--- config.mk ---
export PLATFORM = sky130hd
export DESIGN_NAME = serial_port
export DESIGN_NICKNAME = d
export VERILOG_FILES = /design/src/pkg/serial_port_pkg.sv /design/src/core/serial_port.sv
export SDC_FILE = /design/constraint.sdc
export NUM_CORES = 1
export LEC_CHECK = 0
export BUFFER_PORTS_ARGS = -buffer_cell sky130_fd_sc_hd__buf_2
export CAP_MARGIN = 20
export CORE_MARGIN = 2
export CORE_UTILIZATION = 40
export CTS_BUF_LIST = sky130_fd_sc_hd__clkbuf_8
export DETAILED_ROUTE_END_ITERATION = 8
export PLACE_DENSITY = 0.58
export SYNTH_ARGS = -nofsm -noshare
export SYNTH_HDL_FRONTEND = slang
export SYNTH_SLANG_ARGS = --single-unit
--- constraint.sdc ---
create_clock -name clock_i -period 2.4 [get_ports clock_i]
set_input_delay 0.24 -clock clock_i [delete_from_list [all_inputs] [get_ports clock_i]]
set_output_delay 0.24 -clock clock_i [all_outputs]
set_load 0.03 [all_outputs]
--- src/pkg/serial_port_pkg.sv ---
// constants shared by the serial port register block
// assumes a byte-wide register port clocked by clock_i
package serial_port_pkg;
    // register offsets
    localparam logic [7:0] CONTROL_ADDR = 8'h10;
    localparam logic [7:0] STATUS_ADDR = 8'h11;
    localparam logic [7:0] DATA_ADDR = 8'h12;
    // control register fields
    localparam int RX_IRQ_EN_BIT = 7;
    localparam int MASTER_SEL_BIT = 5;
    localparam int POLARITY_BIT = 3;
    localparam int PHASE_BIT = 2;
    localparam int OPEN_DRAIN_BIT = 1;
    localparam int ENABLE_BIT = 0;
    localparam int TX_IRQ_EN_BIT = 6;
    // status/control register fields
    localparam int RX_FULL_BIT = 7;
    localparam int ERR_IRQ_EN_BIT = 6;
    localparam int OVERRUN_BIT = 5;
    localparam int FAULT_BIT = 4;
    localparam int TX_EMPTY_BIT = 3;
    localparam int FAULT_DETECT_BIT = 2;
    localparam int RATE_HIGH_BIT = 1;
    localparam int RATE_LOW_BIT = 0;
    // reset values: master and phase set in control, transmit empty set in status, the rest clear
    localparam logic [7:0] CONTROL_RESET = 8'h24;
    localparam logic [7:0] STATUS_RESET = 8'h08;
    localparam logic [7:0] WRITABLE_STATUS_MASK = 8'h47;
    // rate divisors for codes 00..11
    localparam logic [7:0] DIV_CODE0 = 8'h02;
    localparam logic [7:0] DIV_CODE1 = 8'h08;
    localparam logic [7:0] DIV_CODE2 = 8'h20;
    localparam logic [7:0] DIV_CODE3 = 8'h80;
    localparam logic [3:0] BITS_PER_BYTE = 4'h8;
    localparam logic [7:0] ZERO_BYTE = 8'h00;
    typedef enum logic [1:0] {IDLE, LOADED, SHIFTING} xfer_state_t;
endpackage

--- src/core/serial_port.sv ---
// byte-wide serial port, master or slave, with three byte registers
// assumes pins are synchronous to clock_i and the base clock equals clock_i
`timescale 1ns/1ps
`default_nettype none
module serial_port
    import serial_port_pkg::*;
(
    // clock and reset
    input wire logic clock_i,
    input wire logic sys_rst_i,
    // register port
    input wire logic [7:0] addr_i,
    input wire logic [7:0] wdata_i,
    input wire logic wr_i,
    input wire logic rd_i,
    output logic [7:0] rdata_o,
    // serial pins
    input wire logic sclk_i,
    output logic sclk_o,
    output logic sclk_oe_n_o,
    input wire logic mosi_i,
    output logic mosi_o,
    output logic mosi_oe_n_o,
    input wire logic miso_i,
    output logic miso_o,
    output logic miso_oe_n_o,
    input wire logic select_n_i,
    // interrupt requests
    output logic irq_o
);
    import serial_port_pkg::*;

    // ==========================================================
    // registers
    logic [7:0] control;
    logic [7:0] status_ctl;
    logic [7:0] tx_buf;
    logic [7:0] rx_buf;
    logic [7:0] shifter;
    logic [7:0] div_cnt;
    logic [3:0] bit_cnt;
    logic sclk_q;
    logic sclk_prev;
    logic sel_prev;
    logic samp;
    logic ovr_armed;
    logic rxf_armed;
    logic flt_armed;
    xfer_state_t state;

    // ==========================================================
    // decode
    wire ctl_wr = wr_i && addr_i == CONTROL_ADDR;
    wire sts_wr = wr_i && addr_i == STATUS_ADDR;
    wire dat_wr = wr_i && addr_i == DATA_ADDR;
    wire sts_rd = rd_i && addr_i == STATUS_ADDR;
    wire dat_rd = rd_i && addr_i == DATA_ADDR;
    wire enabled = control[ENABLE_BIT];
    wire is_master = control[MASTER_SEL_BIT];
    wire clock_polarity = control[POLARITY_BIT];
    wire clock_phase = control[PHASE_BIT];
    wire wired_or = control[OPEN_DRAIN_BIT];
    wire fault_en = status_ctl[FAULT_DETECT_BIT];
    wire [1:0] rate = {status_ctl[RATE_HIGH_BIT], status_ctl[RATE_LOW_BIT]};
    // master divisor, ignored in slave mode
    wire [7:0] divisor = rate == 2'b00 ? DIV_CODE0 : rate == 2'b01 ? DIV_CODE1 :
                         rate == 2'b10 ? DIV_CODE2 : DIV_CODE3;
    wire half_tick = div_cnt == divisor - 8'h01;
    // slave view of the link
    wire selected = !select_n_i;
    wire sel_fall = sel_prev && !select_n_i;
    wire sel_rise = !sel_prev && select_n_i;
    wire sclk_edge = sclk_i != sclk_prev;
    // leading edge moves away from idle level
    wire lead_edge = sclk_edge && (sclk_i != clock_polarity);
    wire slave_mode = enabled && !is_master;
    wire master_mode = enabled && is_master;
    // slave edges only count while selected
    wire s_edge = slave_mode && selected && sclk_edge;
    wire m_edge = master_mode && state == SHIFTING && half_tick;
    wire any_edge = s_edge || m_edge;
    wire is_lead = s_edge ? lead_edge : (sclk_q == clock_polarity);
    // sample on leading edge when phase 0, trailing when phase 1
    wire sample_now = any_edge && (is_lead != clock_phase);
    // phase 1 already shows the msb before the first leading edge, so no shift there
    wire first_lead = clock_phase && bit_cnt == '0;
    wire shift_now = any_edge && (is_lead == clock_phase) && !first_lead;
    wire last_bit = bit_cnt == BITS_PER_BYTE;
    // a byte ends the cycle after its eighth sample; a phase-1 slave sees no ninth edge
    wire byte_done = state == SHIFTING && last_bit;
    wire tx_empty = status_ctl[TX_EMPTY_BIT];
    wire rx_full = status_ctl[RX_FULL_BIT];
    // loading the shifter from the transmit buffer
    wire start_slave0 = slave_mode && !clock_phase && sel_fall && state == LOADED;
    wire start_slave1 = slave_mode && clock_phase && selected && state == LOADED
                        && s_edge && lead_edge;
    wire take_tx = enabled && !tx_empty && (state == IDLE);
    wire fin = byte_done;
    wire mfault = fault_en && ((master_mode && selected) ||
                  (slave_mode && sel_rise && state == SHIFTING));

    // ==========================================================
    // control register
    always_ff @(posedge clock_i or posedge sys_rst_i) begin
        if (sys_rst_i) begin
            control <= CONTROL_RESET;
        end else if (ctl_wr) begin
            control <= wdata_i;
        end else if (master_mode && mfault) begin
            control[ENABLE_BIT] <= 1'b0;
        end
    end

    // ==========================================================
    // status flags; a set in the same cycle beats a clear
    always_ff @(posedge clock_i or posedge sys_rst_i) begin
        if (sys_rst_i) begin
            status_ctl <= STATUS_RESET;
            ovr_armed <= 1'b0;
            rxf_armed <= 1'b0;
            flt_armed <= 1'b0;
        end else begin
            if (sts_wr) begin
                status_ctl[ERR_IRQ_EN_BIT] <= wdata_i[ERR_IRQ_EN_BIT];
                status_ctl[FAULT_DETECT_BIT] <= wdata_i[FAULT_DETECT_BIT];
                status_ctl[RATE_HIGH_BIT] <= wdata_i[RATE_HIGH_BIT];
                status_ctl[RATE_LOW_BIT] <= wdata_i[RATE_LOW_BIT];
            end
            if (sts_rd) begin
                ovr_armed <= status_ctl[OVERRUN_BIT];
                flt_armed <= status_ctl[FAULT_BIT];
                rxf_armed <= rx_full;
            end
            if (fin && !rx_full) begin
                status_ctl[RX_FULL_BIT] <= 1'b1;
            end else if (dat_rd) begin
                status_ctl[RX_FULL_BIT] <= 1'b0;
            end
            if (fin && rx_full) begin
                status_ctl[OVERRUN_BIT] <= 1'b1;
            end else if (dat_rd && ovr_armed) begin
                status_ctl[OVERRUN_BIT] <= 1'b0;
                ovr_armed <= 1'b0;
            end
            if (mfault) begin
                status_ctl[FAULT_BIT] <= 1'b1;
            end else if (dat_wr && flt_armed) begin
                status_ctl[FAULT_BIT] <= 1'b0;
                flt_armed <= 1'b0;
            end
            if (take_tx || !enabled) begin
                status_ctl[TX_EMPTY_BIT] <= 1'b1;
            end else if (dat_wr) begin
                status_ctl[TX_EMPTY_BIT] <= 1'b0;
            end
        end
    end

    // ==========================================================
    // data buffers
    always_ff @(posedge clock_i or posedge sys_rst_i) begin
        if (sys_rst_i) begin
            tx_buf <= ZERO_BYTE;
            rx_buf <= ZERO_BYTE;
        end else begin
            if (dat_wr) begin
                tx_buf <= wdata_i;
            end
            // old byte kept on overrun
            if (fin && !rx_full) begin
                rx_buf <= {shifter[6:0], samp};
            end
        end
    end

    // ==========================================================
    // transfer engine
    always_ff @(posedge clock_i or posedge sys_rst_i) begin
        if (sys_rst_i) begin
            state <= IDLE;
            shifter <= ZERO_BYTE;
            bit_cnt <= 4'h0;
            div_cnt <= ZERO_BYTE;
            sclk_q <= 1'b0;
            sclk_prev <= 1'b0;
            sel_prev <= 1'b1;
            samp <= 1'b0;
        end else begin
            sclk_prev <= sclk_i;
            sel_prev <= select_n_i;
            div_cnt <= (state == SHIFTING && !half_tick) ? div_cnt + 8'h01 : ZERO_BYTE;
            if (!enabled) begin
                // partial reset: stop the byte, transmit empty set, other flags left alone
                state <= IDLE;
                bit_cnt <= 4'h0;
                sclk_q <= clock_polarity;
            end else begin
                unique case (state)
                    IDLE: begin
                        sclk_q <= clock_polarity;
                        if (take_tx) begin
                            shifter <= tx_buf;
                            state <= is_master ? SHIFTING : LOADED;
                            bit_cnt <= 4'h0;
                        end
                    end
                    LOADED: begin
                        if (start_slave0 || start_slave1) begin
                            state <= SHIFTING;
                        end
                    end
                    SHIFTING: begin
                        if (m_edge) begin
                            sclk_q <= ~sclk_q;
                        end
                        if (sample_now) begin
                            samp <= is_master ? miso_i : mosi_i;
                            bit_cnt <= bit_cnt + 4'h1;
                        end
                        if (fin) begin
                            state <= IDLE;
                            sclk_q <= clock_polarity;
                        end else if (shift_now) begin
                            shifter <= {shifter[6:0], samp};
                        end
                    end
                endcase
            end
        end
    end

    // ==========================================================
    // pins; open drain drives low only
    wire mosi_bit = shifter[7];
    wire slave_drive = slave_mode && selected;
    assign sclk_o = wired_or ? 1'b0 : sclk_q;
    assign sclk_oe_n_o = !(master_mode && (!wired_or || !sclk_q));
    assign mosi_o = wired_or ? 1'b0 : mosi_bit;
    assign mosi_oe_n_o = !(master_mode && (!wired_or || !mosi_bit));
    assign miso_o = wired_or ? 1'b0 : mosi_bit;
    assign miso_oe_n_o = !(slave_drive && (!wired_or || !mosi_bit));

    // interrupt requests
    wire rx_req = control[RX_IRQ_EN_BIT] && rx_full;
    wire tx_req = control[TX_IRQ_EN_BIT] && tx_empty;
    wire err_req = status_ctl[ERR_IRQ_EN_BIT] &&
                   (status_ctl[FAULT_BIT] || status_ctl[OVERRUN_BIT]);
    assign irq_o = rx_req || tx_req || err_req;

    // read data, one cycle after the strobe
    wire [7:0] rd_mux = addr_i == CONTROL_ADDR ? control :
                        addr_i == STATUS_ADDR ? status_ctl :
                        addr_i == DATA_ADDR ? rx_buf : ZERO_BYTE;
    always_ff @(posedge clock_i or posedge sys_rst_i) begin
        if (sys_rst_i) begin
            rdata_o <= ZERO_BYTE;
        end else begin
            rdata_o <= rd_i ? rd_mux : ZERO_BYTE;
        end
    end
endmodule
`default_nettype wire

# --- Word level (Yosys, flattened, before mapping) ---
# Index checks and enable logic that the tools add are counted.
# W data, S select, Z words.
word_totals:
  regBits: 68
  latch_bits: 0
  memories: 0
  inputBits: 24
  out_inout_bits: 15
  wordCells: 176
  romBits: 0
  ram_bits: 0
op_classes:
  div_mod_pow: 0
  order_cmp: 0
  n_addsub: 3
  n_bitwise: 1
  shift: 0
  n_mux: 46
  n_eq_ne: 23
  reduce_logical: 83
  n_mul: 0
ops:
  columns: ["cell", "n"]
  rows:
  - ["$mux W8", 11]
  - ["$logic_and A1 B1 Y1", 45]
  - ["$eq A8 B5 Y1 const B", 3]
  - ["$mux W1", 23]
  - ["$pmux W8 S2", 1]
  - ["$logic_not A1 Y1", 15]
  - ["$mux W4", 3]
  - ["$reduce_bool A2 Y1", 6]
  - ["$mux W2", 5]
  - ["$logic_or A1 B1 Y1", 9]
  - ["$ne A3 B3 Y1 const B", 3]
  - ["$reduce_and A3 Y1", 3]
  - ["$add A8 B1 Y8 const B", 1]
  - ["$eq A8 B8 Y1", 1]
  - ["$pmux W4 S2", 1]
  - ["$sub A8 B1 Y8 const B", 1]
  - ["$ne A2 B2 Y1 const B", 3]
  - ["$pmux W2 S3", 1]
  - ["$reduce_and A5 Y1", 1]
  - ["$add A4 B1 Y4 const B", 1]
  - ["$eq A2 B1 Y1 const B", 2]
  - ["$eq A2 B2 Y1 const B", 2]
  - ["$eq A4 B4 Y1 const B", 1]
  - ["$logic_not A2 Y1", 2]
  - ["other kinds (9)", 12]

# --- Depth between registers and ports, before layout ---
# Gate-level depths: netlist of the first run.
logic_depth:
  word_depth: 13
  mapped_depth: 9
  depth_no_buf: 8

# --- Worst setup path before layout of the first run ---
# OpenSTA, ideal clock, no wires.
synth_timing:
  kind: "register to register"
  startpoint: "reg status_ctl[1]"
  endpoint: "reg shifter[0]"
  setup_ps: 125
  synth_period_minus_slack_ps: 2430
  stages_incl_launch_ff: 7
  required_time_ps: 2275
  setup_slack_ps: -30
  n_path_buf: 0
  arrival_time_ps: 2306
  path_cell_list: "dfrtp_1 -> or4_1 -> a211o_1 -> nor4_4 -> nand2_2 -> a31oi_4 -> mux2_2"
synth_via:
  elab_chain_cells: 12
  elab_cells_between_ends: 14
  classes_between: "1 x add/sub; 4 x eq/ne; 3 x mux; 6 x reduce/logical"
synth_rtl:
  columns: ["element", "line", "rtl"]
  rows:
  - ["start: declaration", "serial_port.sv:36", "logic [7:0] status_ctl;"]
  - ["start signal: indexed assignment", "serial_port.sv:124", "status_ctl[ERR_IRQ_EN_BIT] <= wdata_i[ERR_IRQ_EN_BIT];"]
  - ["start signal: indexed assignment", "serial_port.sv:125", "status_ctl[FAULT_DETECT_BIT] <= wdata_i[FAULT_DETECT_BIT];"]
  - ["start signal: indexed assignment", "serial_port.sv:126", "status_ctl[RATE_HIGH_BIT] <= wdata_i[RATE_HIGH_BIT];"]
  - ["$eq A2 B2 Y1", "serial_port.sv:67", "rate == 2'b10 ? DIV_CODE2 : DIV_CODE3;"]
  - ["$mux W8", "serial_port.sv:67", null]
  - ["$mux W8", "serial_port.sv:66", "wire [7:0] divisor = rate == 2'b00 ? DIV_CODE0 : rate == 2'b01 ? DIV_CODE1 :"]
  - ["$mux W8 *", "serial_port.sv:66", null]
  - ["$sub A8 B1 Y8 *", "serial_port.sv:68", "wire half_tick = div_cnt == divisor - 8'h01;"]
  - ["$eq A8 B8 Y1 *", "serial_port.sv:68", null]
  - ["$logic_and A1 B1 Y1 *", "serial_port.sv:80", "wire m_edge = master_mode && state == SHIFTING && half_tick;"]
  - ["$logic_or A1 B1 Y1 *", "serial_port.sv:81", "wire any_edge = s_edge || m_edge;"]
  - ["$logic_and A1 B1 Y1 * (2 in series)", "serial_port.sv:87", "wire shift_now = any_edge && (is_lead == clock_phase) && !first_lead;"]
  - ["$ne A2 B2 Y1 (no line) *", null, null]
  - ["$reduce_and A5 Y1 (no line) *", null, null]
  - ["end signal: assignment", "serial_port.sv:202", "shifter <= tx_buf;"]
  - ["end signal: assignment", "serial_port.sv:224", "shifter <= {shifter[6:0], samp};"]
  - ["end: declaration", "serial_port.sv:39", "logic [7:0] shifter;"]
# Mark *: on every way between the ends. The rest lies on a longest branch, timed or not.
# A chain may end at the register's enable or synchronous reset.

# --- Worst setup path after layout of the first run ---
layout_timing:
  startpoint: "reg status_ctl[1]"
  endpoint: "reg shifter[2]"
# The elaborated chain is that of the path after synthesis.

==> results by group, run 1 <==
CTS
  • Worst-Skew Late Latency: 0.36 ns
  • CTS max path bufs: 2
  • Htree depth: 3
  • CTS clk-pin slew, worst paths: 0.08 ns
  • Clock tree sinks: 68
  • CTS tree: yes
  • Clk root buf: clkbuf_8
  • CTS buffer count: 9

Synth
  • Sequential area share after synthesis: 49.6%
  • Top_reg_cell synth: dfrtp_1
  • Post-synth EDFFs: 0
  • Synth Warn #: 0
  • Async set-reset flop share out of synthesis: 100%
  • Distinct cells, synth: 48
  • Mean post-synth cell area: approximately 11 sq um
  • Mapped Area: 3440 sq um
  • Seq cells post-synth: 68
  • Post-Synthesis Net Count: ~350
  • Gate Count Post-Synth: 323

Floorplan
  • Site Rows: 33
  • Die Footprint: 9370 sq um
  • Total core area: 8300 sq um
  • I/O pin total: 39
  • Die Y-Extent: just under 100 um
  • Initial Util: 41.5%
  • Die Width: around 97 um

Critical path
  • CP max stage cell: or4_4
  • WP buf/inv: 1
  • Type of origin of the critical path: flop
  • Critical path's largest stage delay: 0.54 ns
  • Reg-to-Reg Start: status_ctl[1]$_DFFE_PP0P_
  • Critical path endpoint category: flop
  • Worst Reg-to-Reg Cells: 7
  • Cell chain of the critical path: or4_4 > a211o_4 > nor4_4 > nand2_2 > a31oi_4 > buf_12 > mux2_2
  • Reg-to-reg slack, setup: -0.04 ns
  • Crit path max fanout: 8
  • Cell depth of the worst setup path: 7
  • Crit Path Class: flop to flop
  • Critical path arrival: 2.68 ns
  • Delay-heaviest family, CP: simple AND/OR/NAND/NOR gates
  • Worst Path Required: ~2.6 ns
  • Worst reg2reg endpoint: shifter[2]$_DFFE_PP0P_

STA
  • Final hold vios: 0
  • Final period utilization: 102%
  • Clk_skew: 0.0116 ns
  • Fmax: roughly 410 MHz
  • Minimum clock period: 2.44 ns
  • Worst setup margin: -0.0398 ns
  • RSZ-0062 raised after global routing: true
  • Max-slew headroom: 65.5%
  • Max Slew Vio Count: 0
  • Worst-margin pin slew: 0.518 ns
  • Final setup violating endpoints: 9

Power and ir drop
  • Reported leakage power: 1.98 nW
  • Internal power: roughly 1.7 mW
  • Power Density: 537 nW/um^2
  • Switch Pwr: around 0.61 mW
  • Sequential power share: 52.4%
  • Sw frac: 26.8%
  • Clk network pwr share: 39.1%
  • Comb power frac: 8.5%
  • Peak supply drop: 0.000316 V

Hold path
  • Type of the most critical hold path: primary input to flop
  • Worst hold stages: 1
  • Hold Path Sink: sel_prev$_DFF_PP1_
  • Min-delay src: select_n_i

GRT
  • All-Layer GR Usage: 19.4%
  • Initial antenna violation count: 0
  • First-pass GRT wire length: 14,400 um
  • Largest net degree at the start of global routing: 40
  • Vias in the first global route: 2,725
  • Grt total ovfl: 0

Final layout
  • Final core occ: 50.9%
  • Area growth syn-to-layout: 22.7%
  • Share of post-route cells with drive strength above 1: 36.6%
  • Final nets: around 420
  • Non-Filler Instances: about 500
  • Antenna cells: 0

Routing
  • Via count: 2,699
  • First-pass detailed-route iteration total: 4
  • Wire per inst: 17.6 um
  • Vias/cell: 5.44
  • Post-Route WL: 8720 um
  • DRC: 0
  • Routed Antenna Nets: 0
  • Drt initial violations: 131

Flow run
  • Max Cap Violations: 0

Status
  • Status: finished, violations left
  • Failing checks: negative setup slack

Placed design
  • Dpl hpwl: 6060 um
  • PortBufs: 38
  • DP Cell Count: 476
  • Placer Congestion: 0.808
[state kept, by name, indices dropped and copies added, names as in the netlist]
register,count
bit_cnt,4
control,8
div_cnt,8
flt_armed,1
ovr_armed,1
rdata_o,8
rx_buf,8
samp,1
sclk_prev,1
sclk_q,1
sel_prev,1
shifter,8
state,2
status_ctl,8
tx_buf,8
[logic make-up (layout without fill, tap and decap cells)]
family                   after synthesis  after routing  share of synthesized area (%)
AO/OA/AOI/OAI                         51             51                           10.1
XOR/XNOR                              10             10                           2.54
adder cells (fa/ha/maj)                6              6                           2.18
buffers and inverters                 33            101                           3.71
flip-flops                            68             68                           49.6
multiplexers                          50             50                           16.1
AND/OR/NAND/NOR                      105            105                           15.7
[worst max-delay path by stage]
stage / start / to / slack, ns
floorplan: status_ctl[1]$_DFFE_PP0P_ / shifter[0]$_DFFE_PP0P_ / 0.09
global placement: status_ctl[1]$_DFFE_PP0P_ / shifter[3]$_DFFE_PP0P_ / 0.04
detailed placement: status_ctl[1]$_DFFE_PP0P_ / shifter[6]$_DFFE_PP0P_ / -0.01
CTS: status_ctl[1]$_DFFE_PP0P_ / shifter[7]$_DFFE_PP0P_ / -0.01
global route: status_ctl[1]$_DFFE_PP0P_ / shifter[2]$_DFFE_PP0P_ / -0.11
finish: status_ctl[1]$_DFFE_PP0P_ / shifter[2]$_DFFE_PP0P_ / -0.04
[Yosys cell counts, types with 2 or more instances]
cell type	n	area (sq um)
nand2b_1	4	25.0
clkbuf_1	9	33.8
mux2i_1	6	60.1
xor2_1	6	52.6
a41oi_1	2	17.5
nor2b_1	7	43.8
mux2_2	44	495
a21oi_1	20	100
nor4_1	2	12.5
inv_1	20	75.1
nand4_1	2	12.5
a211o_1	2	17.5
or4_1	2	15.0
a31oi_1	3	18.8
dfstp_2	4	105
a22oi_1	2	15.0
nor2_1	28	105
nand2_1	19	71.3
nor3b_1	2	15.0
a2111oi_0	2	17.5
ha_1	6	75.1
xnor2_1	4	35.0
and3_1	3	18.8
dfrtp_1	64	1600
buf_1	3	11.3
nand3_1	18	90.1
o31ai_1	2	15.0
a211oi_1	3	22.5
nand3b_1	2	15.0
o21ai_0	6	30.0
nor3_1	9	45.0
[routing by layer]
layer | part of all wire (%) | vias to the layer above | GRT usage, %
li1 | - | 1279 | -
met1 | 47 | 1330 | 27.5
met2 | 46 | 78 | 29.5
met3 | 5.8 | 12 | 5.64
met4 | 1.1 | 0 | 4.33
met5 | 0 | - | 0
[repair_timing]
action                                  4_1_cts  5_1_grt
hold buffers                                  1        0
resized for setup                             5       11
pin swaps                                     1        5
endpoints found under the hold margin        14        0
endpoints found under the setup margin       12       13
setup buffers                                 1        2
[per-stage QoR]
| step | hold WS (ns) | setup TNS [ns] | worst slack, ns | total power, mW | instance area, sq um |
|---|---|---|---|---|---|
| after floorplan | 0.244 | 0 | 0.0928 | 1.31 | 3440 |
| after global placement | 0.249 | 0 | 0.0379 | 1.39 | 3910 |
| after detailed placement | 0.258 | -0.0155 | -0.0106 | 1.39 | 3910 |
| after CTS | 0.0175 | -0.0546 | -0.0148 | 2.28 | 4140 |
| after global routing | 0.00649 | -0.993 | -0.110 | 2.36 | 4230 |
| final | 0.0261 | -0.202 | -0.0398 | 2.27 | 4230 |
[cells in the final DEF, fill, tap and decap left out, drive strengths merged, types with 7 or more instances in the layout]
cell	n
buf	64
inv	21
clkbuf	10
nor2b	7
a21oi	20
nor2	28
nand3	18
nand2	20
nor3	9
mux2	44
dfrtp	64
[power by group through the flow]
stage	Combinational (mW)	Sequential, mW	Clock, mW
floorplan	0.106	1.20	0
global placement	0.176	1.21	0
detailed placement	0.179	1.21	0
CTS	0.183	1.19	0.910
global route	0.212	1.19	0.956
finish	0.192	1.19	0.887
[final cells by class]
| type | instances | area (sq um) |
|---|---|---|
| Clock buffer | 10 | 138 |
| Tap cell | 105 | 131 |
| Inverter | 20 | 75.1 |
| Clock inverter | 6 | 48.8 |
| Multi-Input combinational cell | 222 | 1700 |
| Timing Repair Buffer | 65 | 424 |
| Fill cell | 745 | 4070 |
| Sequential cell | 68 | 1710 |
No activity file was read; power rests on OpenSTA's default activity.
==> run 2: changes to the inputs <==
Settings changed: ABC_AREA set to 1.
==> run 2 against run 1 <==
  * Setup slack better by 0.39 ns
  * The run now ends clean
  * Clock power grew 0.8%
  * Clock skew is 0.0013 ns lower
  * Critical path type unchanged
  * Total power is 20% higher
  * Final cell count increased by 24%
  * Non-clock buffer count shrank 20
  * Combinational power rose to 2.8 times the previous value
  * Global-route usage down 0.93 points
  * Largest power group unchanged
  * First-iteration DRC count grew 24%
  * Via count rose by 12%
  * Critical endpoint is now rx_buf[7]$_DFFE_PP0P_
  * Synthesized cell count increased by 41%
  * Utilization fell by 4.1 points
==> results by group, run 2 <==
Synth
  • Top_reg_cell synth: dfrtp_1
  • Sequential area share after synthesis: 48.1%
  • Seq cells post-synth: 68
  • Most common cell in the netlist: nand2_1
  • Post-synth EDFFs: 0
  • Synth Warn #: 0
  • Synth top area cells: dfrtp_1 45%, nand2_1 13%, inv_1 7.9%, o21ai_0 5.8%, nor2_1 4.2%
  • Synth top area share: a little under half
  • Post-synth top cells: 124 x nand2_1, 75 x inv_1, 64 x dfrtp_1
  • Gate Count Post-Synth: 456
  • Distinct cells, synth: 34
  • Async set-reset flop share out of synthesis: 100%
  • Cell accounting for the most synthesized area: dfrtp_1
  • Mapped Area: 3550 sq um
  • Mean post-synth cell area: 7.78 sq um
  • Post-Synthesis Net Count: 486

STA
  • Worst setup margin: 0.346 ns
  • Final setup violating endpoints: 0
  • Max-slew headroom: 68.7%
  • Final hold vios: 0
  • Minimum clock period: 2.05 ns
  • Final hold slack: just over 0.03 ns
  • Worst-margin pin slew: 0.468 ns
  • Clk_skew: 0.0104 ns
  • Max Slew Vio Count: 0
  • RSZ-0062 raised after global routing: false
  • Final period utilization: 85.6%
  • Fmax: around 500 MHz
  • Final TNS setup: 0 ns

Critical path
  • WP buf/inv: 2
  • Most used cell, CP: nand2_1
  • Cell chain of the critical path: inv_1 > ha_1 > inv_2 > nor2_1 > nand2_1 > nand2_1 > o21ai_0
  • Crit Path Class: flop to flop
  • Critical path endpoint category: flop
  • Critical path arrival: 2.27 ns
  • Critical path's largest stage delay: 0.40 ns
  • Reg-to-reg slack, setup: 0.35 ns
  • Worst Path Required: 2.62 ns
  • Type of origin of the critical path: flop
  • CP max stage cell: dfrtp_1
  • Worst Reg-to-Reg Cells: 7
  • Delay-heaviest family, CP: simple AND/OR/NAND/NOR gates
  • Worst reg2reg endpoint: rx_buf[7]$_DFFE_PP0P_
  • Crit path max fanout: 18
  • Reg-to-Reg Start: state[0]$_DFFE_PP0P_

Placed design
  • DP Cell Count: 598
  • PortBufs: 38
  • Dpl hpwl: between 6000 and 7000 um
  • Worst slack, placed: 0.358 ns
  • Placed Area: 3860 sq um
  • Placer Congestion: 0.888

Routing
  • Vias/cell: 4.91
  • Drt initial violations: 163
  • M1 wire length: between 4000 and 5000 um
  • First-pass detailed-route iteration total: 4
  • Wire per inst: 13.5 um
  • Metal3 WL: 340 um
  • Post-Route WL: 8290 um
  • DRC: 0
  • Met2 Routed Length: 3720 um
  • Routed Antenna Nets: 0
  • Via count: 3,018
  • Highest routed layer: met4

Power and ir drop
  • Reported leakage power: around 2.2 nW
  • Power Density: about 670 nW/um^2
  • Peak supply drop: around 0.00032 V
  • Tot Pwr: 2.72 mW

CTS
  • Clk root buf: clkbuf_8
  • CTS max path bufs: 2
  • Htree depth: 3
  • CTS buffer count: 9
  • Clock tree sinks: 68
  • Worst-Skew Late Latency: 0.35 ns
  • Postcts setup bufs: 0
  • CTS clk-pin slew, worst paths: about 0.09 ns
  • CTS tree: yes

Final layout
  • Most common cell after layout, fill and taps aside: nand2_1
  • Post-route cell area: 4060 sq um
  • Non-Filler Instances: a little over 600
  • Final nets: ~530
  • Fillers: 875
  • Share of post-route cells with drive strength above 1: ~18%
  • Antenna cells: 0
  • Final core occ: 46.8%
  • Commonest cells after routing, fill and taps aside: 124 x nand2_1, 74 x inv_1, 64 x dfrtp_1
  • Area growth syn-to-layout: 14.5%

Hold path
  • Hold Path Sink: sel_prev$_DFF_PP1_
  • Worst hold stages: 1
  • Type of the most critical hold path: primary input to flop
  • Min-delay src: select_n_i

GRT
  • All-Layer GR Usage: a little under a fifth
  • Largest net degree at the start of global routing: between 60 and 70
  • Initial antenna violation count: 0
  • Vias in the first global route: between 2,000 and 3,000
  • First-pass GRT wire length: approximately 14,000 um
  • Grt total ovfl: 0

Floorplan
  • Die Width: roughly 98 um
  • I/O pin total: 39
  • Total core area: 8680 sq um
  • Initial Util: ~40%
  • Site Rows: 34
  • Die Footprint: 9640 sq um
  • Die Y-Extent: 98.2 um

Flow run
  • Max Cap Violations: 0

Status
  • Status: complete, no violations
-- run 2: where the power goes --
part	internal [mW]	total, mW	switching, mW	leakage [nW]
logic	0.160	0.535	0.376	1.19
clock network	0.412	0.894	0.482	0.0933
registers	1.22	1.29	0.0690	0.885
total	1.79	2.72	0.926	2.17
-- run 2: final cells by class --
type	instances	area [sq um]	area share, %
Timing Repair Buffer	45	258	6.35
Inverter	79	297	7.30
Clock inverter	6	47.5	1.17
Multi-Input combinational cell	299	1480	36.4
Tap cell	108	135	3.33
Sequential cell	68	1710	42.0
Clock buffer	10	138	3.39
-- run 2: worst max-delay path by stage --
stage               cells past startpoint  slack (ns)                  from                endpoint
finish                                  7        0.35  state[0]$_DFFE_PP0P_   rx_buf[7]$_DFFE_PP0P_
global route                            7        0.08  state[0]$_DFFE_PP0P_   rx_buf[1]$_DFFE_PP0P_
CTS                                     7        0.35  state[0]$_DFFE_PP0P_   rx_buf[3]$_DFFE_PP0P_
detailed placement                      7        0.36  state[0]$_DFFE_PP0P_   rx_buf[7]$_DFFE_PP0P_
global placement                        9        0.48  state[0]$_DFFE_PP0P_  shifter[3]$_DFFE_PP0P_
floorplan                               1        0.46             sys_rst_i  bit_cnt[0]$_DFFE_PP0P_
-- run 2: timing repair --
item	CTS	global route
hold buffers	1	0
resized for setup	0	0
hold endpoints to repair	64	0
-- run 2: layer usage --
layer | track usage, % | vias up
li1 | - | 1533
met1 | 26.9 | 1419
met2 | 27.5 | 53
met3 | 3.36 | 13
met4 | 6.85 | 0
met5 | 0 | -
-- run 2: kinds of logic after synthesis --
group                    count (synthesis)  synth area share, %
AO/OA/AOI/OAI                           75                 12.5
XOR/XNOR                                 3                0.741
adder cells (fa/ha/maj)                  6                 2.12
buffers and inverters                   89                 10.2
flip-flops                              68                 48.1
AND/OR/NAND/NOR                        215                 26.3
-- run 2: worst reg2reg max path, stage by stage (launching register included) --
cell and delay, ns:
dfrtp_1 0.40, inv_1 0.08, ha_1 0.34, inv_2 0.20, nor2_1 0.29, nand2_1 0.36, nand2_1 0.15, o21ai_0 0.10
==> run 3: changes to the inputs <==
Clock period 2.4 ns to 1.7 ns, I/O delays scaled along.
==> run 3 against run 2 <==
  * Critical path depth is 2 higher
  * Cell area grew 8.5%
  * Non-clock buffer count is 26 higher
  * Register-to-register slack got worse by 0.30 ns
  * Utilization up 4.0 points
  * Die area unchanged
  * Critical endpoint is now shifter[5]$_DFFE_PP0P_
  * Clock power increased by 53%
==> results by group, run 3 (synthesis results as in run 2) <==
STA
  • Worst-margin pin slew: 0.528 ns
  • Final TNS setup: 0 ns
  • Minimum clock period: 1.65 ns
  • Final setup violating endpoints: 0
  • Final period utilization: 97.0%
  • Max Slew Vio Count: 0
  • Fmax: 606 MHz
  • Final hold vios: 0
  • Clk_skew: 0.00860 ns
  • RSZ-0062 raised after global routing: true
  • Max-slew headroom: 64.7%

Critical path
  • Critical path's largest stage delay: 0.39 ns
  • Most used cell, CP: buf_4
  • Worst Path Required: 1.99 ns
  • Reg-to-reg slack, setup: between 0.05 and 0.06 ns
  • Worst Reg-to-Reg Cells: 9
  • Cell depth of the worst setup path: 9
  • Crit path max fanout: 5
  • Crit Path Class: flop to flop
  • Type of origin of the critical path: flop
  • Critical path arrival: 1.94 ns
  • Critical path endpoint category: flop
  • Reg-to-Reg Start: bit_cnt[0]$_DFFE_PP0P_
  • WP buf/inv: 3
  • CP max stage cell: dfrtp_1
  • Cell chain of the critical path: inv_1 > ha_1 > nand3_2 > nor2_2 > buf_4 > o22ai_4 > buf_4 > nand3_1 > nand2_1
  • Worst reg2reg endpoint: shifter[5]$_DFFE_PP0P_
  • Delay-heaviest family, CP: buffers and inverters
  • Setup crit start: bit_cnt[0]$_DFFE_PP0P_

Power and ir drop
  • Sequential power share: a little over two fifths
  • Reported leakage power: 2.33 nW
  • Switch Pwr: 1.37 mW
  • Clk network pwr share: 32.9%
  • Internal power: 2.79 mW
  • Comb power frac: a little under a quarter
  • Sw frac: between 30% and 40%
  • Peak supply drop: 0.000468 V
  • Power Density: 946 nW/um^2

GRT
  • Largest net degree at the start of global routing: 27
  • First-pass GRT wire length: approximately 15,000 um
  • All-Layer GR Usage: a little under a fifth
  • Initial antenna violation count: 0
  • Grt total ovfl: 0
  • Vias in the first global route: 2,928

CTS
  • CTS clk-pin slew, worst paths: roughly 0.080 ns
  • CTS buffer count: 9
  • CTS tree: yes
  • Clk root buf: clkbuf_8
  • Worst-Skew Late Latency: about 0.35 ns
  • Clock tree sinks: between 60 and 70
  • Htree depth: 3
  • CTS max path bufs: 2

Placed design
  • Placed Area: 3980 sq um
  • PortBufs: 38
  • Dpl hpwl: 6500 um
  • Placer Congestion: 0.880

Hold path
  • Min-delay src: wdata_i[3]
  • Worst hold stages: 3
  • Type of the most critical hold path: primary input to flop
  • Hold Path Sink: control[3]$_DFFE_PP0P_

Final layout
  • Area growth syn-to-layout: 24.2%
  • Final nets: ~560
  • Post-route cell area: 4400 sq um
  • Sequential Area: 1710 sq um
  • Antenna cells: 0
  • Commonest cells after routing, fill and taps aside: 117 x nand2_1, 72 x inv_1, 63 x dfrtp_1
  • Fillers: 858
  • Most common cell after layout, fill and taps aside: nand2_1
  • Share of post-route cells with drive strength above 1: 25.1%
  • Multi-input gate area: 1570 sq um

Floorplan
  • Initial Util: between 40% and 50%
  • Die Y-Extent: between 90 and 100 um
  • I/O pin total: 39
  • Site Rows: 34
  • Die Width: 98.2 um
  • Die Footprint: 9640 sq um
  • Total core area: about 8700 sq um

Routing
  • Vias/cell: 4.80
  • Routed Antenna Nets: 0
  • Post-Route WL: between 8000 and 9000 um
  • Drt initial violations: approximately 170
  • Wire per inst: 13.5 um
  • Via count: 3,076
  • DRC: 0
  • First-pass detailed-route iteration total: 5

Status
  • Status: complete, no violations

Flow run
  • Max Cap Violations: 0
run 3: how the worst max path moves through the flow:
| stage | to | slack (ns) |
|---|---|---|
| 6_report | shifter[5]$_DFFE_PP0P_ | 0.05 |
| 3_5_place_dp | status_ctl[4]$_DFFE_PP0P_ | -0.02 |
| 3_3_place_gp | status_ctl[4]$_DFFE_PP0P_ | -0.01 |
| 4_1_cts | shifter[5]$_DFFE_PP0P_ | 0.005 |
| 2_1_floorplan | shifter[0]$_DFFE_PP0P_ | 0.02 |
| 5_1_grt | shifter[2]$_DFFE_PP0P_ | -0.06 |
run 3: area by class of cell:
| cell class | instances | area share (%) |
|---|---|---|
| Tap cell | 108 | 3.07 |
| Clock buffer | 10 | 3.13 |
| Clock inverter | 6 | 1.45 |
| Timing Repair Buffer | 71 | 11.1 |
| Sequential cell | 68 | 38.8 |
| Inverter | 79 | 6.87 |
| Multi-Input combinational cell | 299 | 35.6 |
run 3: power groups by stage:
stage | Sequential (mW) | Clock (mW) | Combinational (mW)
6_report | 1.82 | 1.37 | 0.980
3_3_place_gp | 1.84 | 0 | 0.821
3_5_place_dp | 1.84 | 0 | 0.825
5_1_grt | 1.83 | 1.47 | 1.09
2_1_floorplan | 1.81 | 0 | 0.587
4_1_cts | 1.81 | 1.39 | 0.849
run 3: metal layers:
| metal | vias up | track usage (%) | wire length [um] |
|---|---|---|---|
| met5 | - | 0 | 0 |
| met1 | 1423 | 27.1 | 4250 |
| li1 | 1582 | - | - |
| met3 | 9 | 4.80 | 379 |
| met4 | 0 | 5.06 | 102 |
| met2 | 62 | 29.5 | 3940 |
run 3: timing repair:
| action | in CTS | in global routing |
|---|---|---|
| hold buffers | 3 | 0 |
| endpoints found under the hold margin | 22 | 0 |
| pin swaps | 0 | 10 |
| buffers inserted | 1 | 11 |
| gates resized for setup | 2 | 29 |
| setup endpoints to repair | 11 | 21 |
run 3: stage by stage:
| step | worst slack (ns) | std cells | total power [mW] | utilization (%) | hold WS, ns |
|---|---|---|---|---|---|
| floorplan | 0.0205 | 456 | 2.40 | - | 0.174 |
| global placement | -0.00992 | 610 | 2.66 | 45.9 | 0.240 |
| detailed placement | -0.0164 | 610 | 2.67 | 45.9 | 0.242 |
| CTS | 0.00540 | 630 | 4.05 | 48.7 | 0.0461 |
| global route | -0.0573 | 641 | 4.39 | 50.7 | 0.0570 |
| finish | 0.0507 | 641 | 4.17 | 50.7 | 0.0478 |
run 3: tightest hold or removal path, stage by stage:
cell and delay (ns):
buf_2 0.09, nand2_1 0.04, o21ai_0 0.06
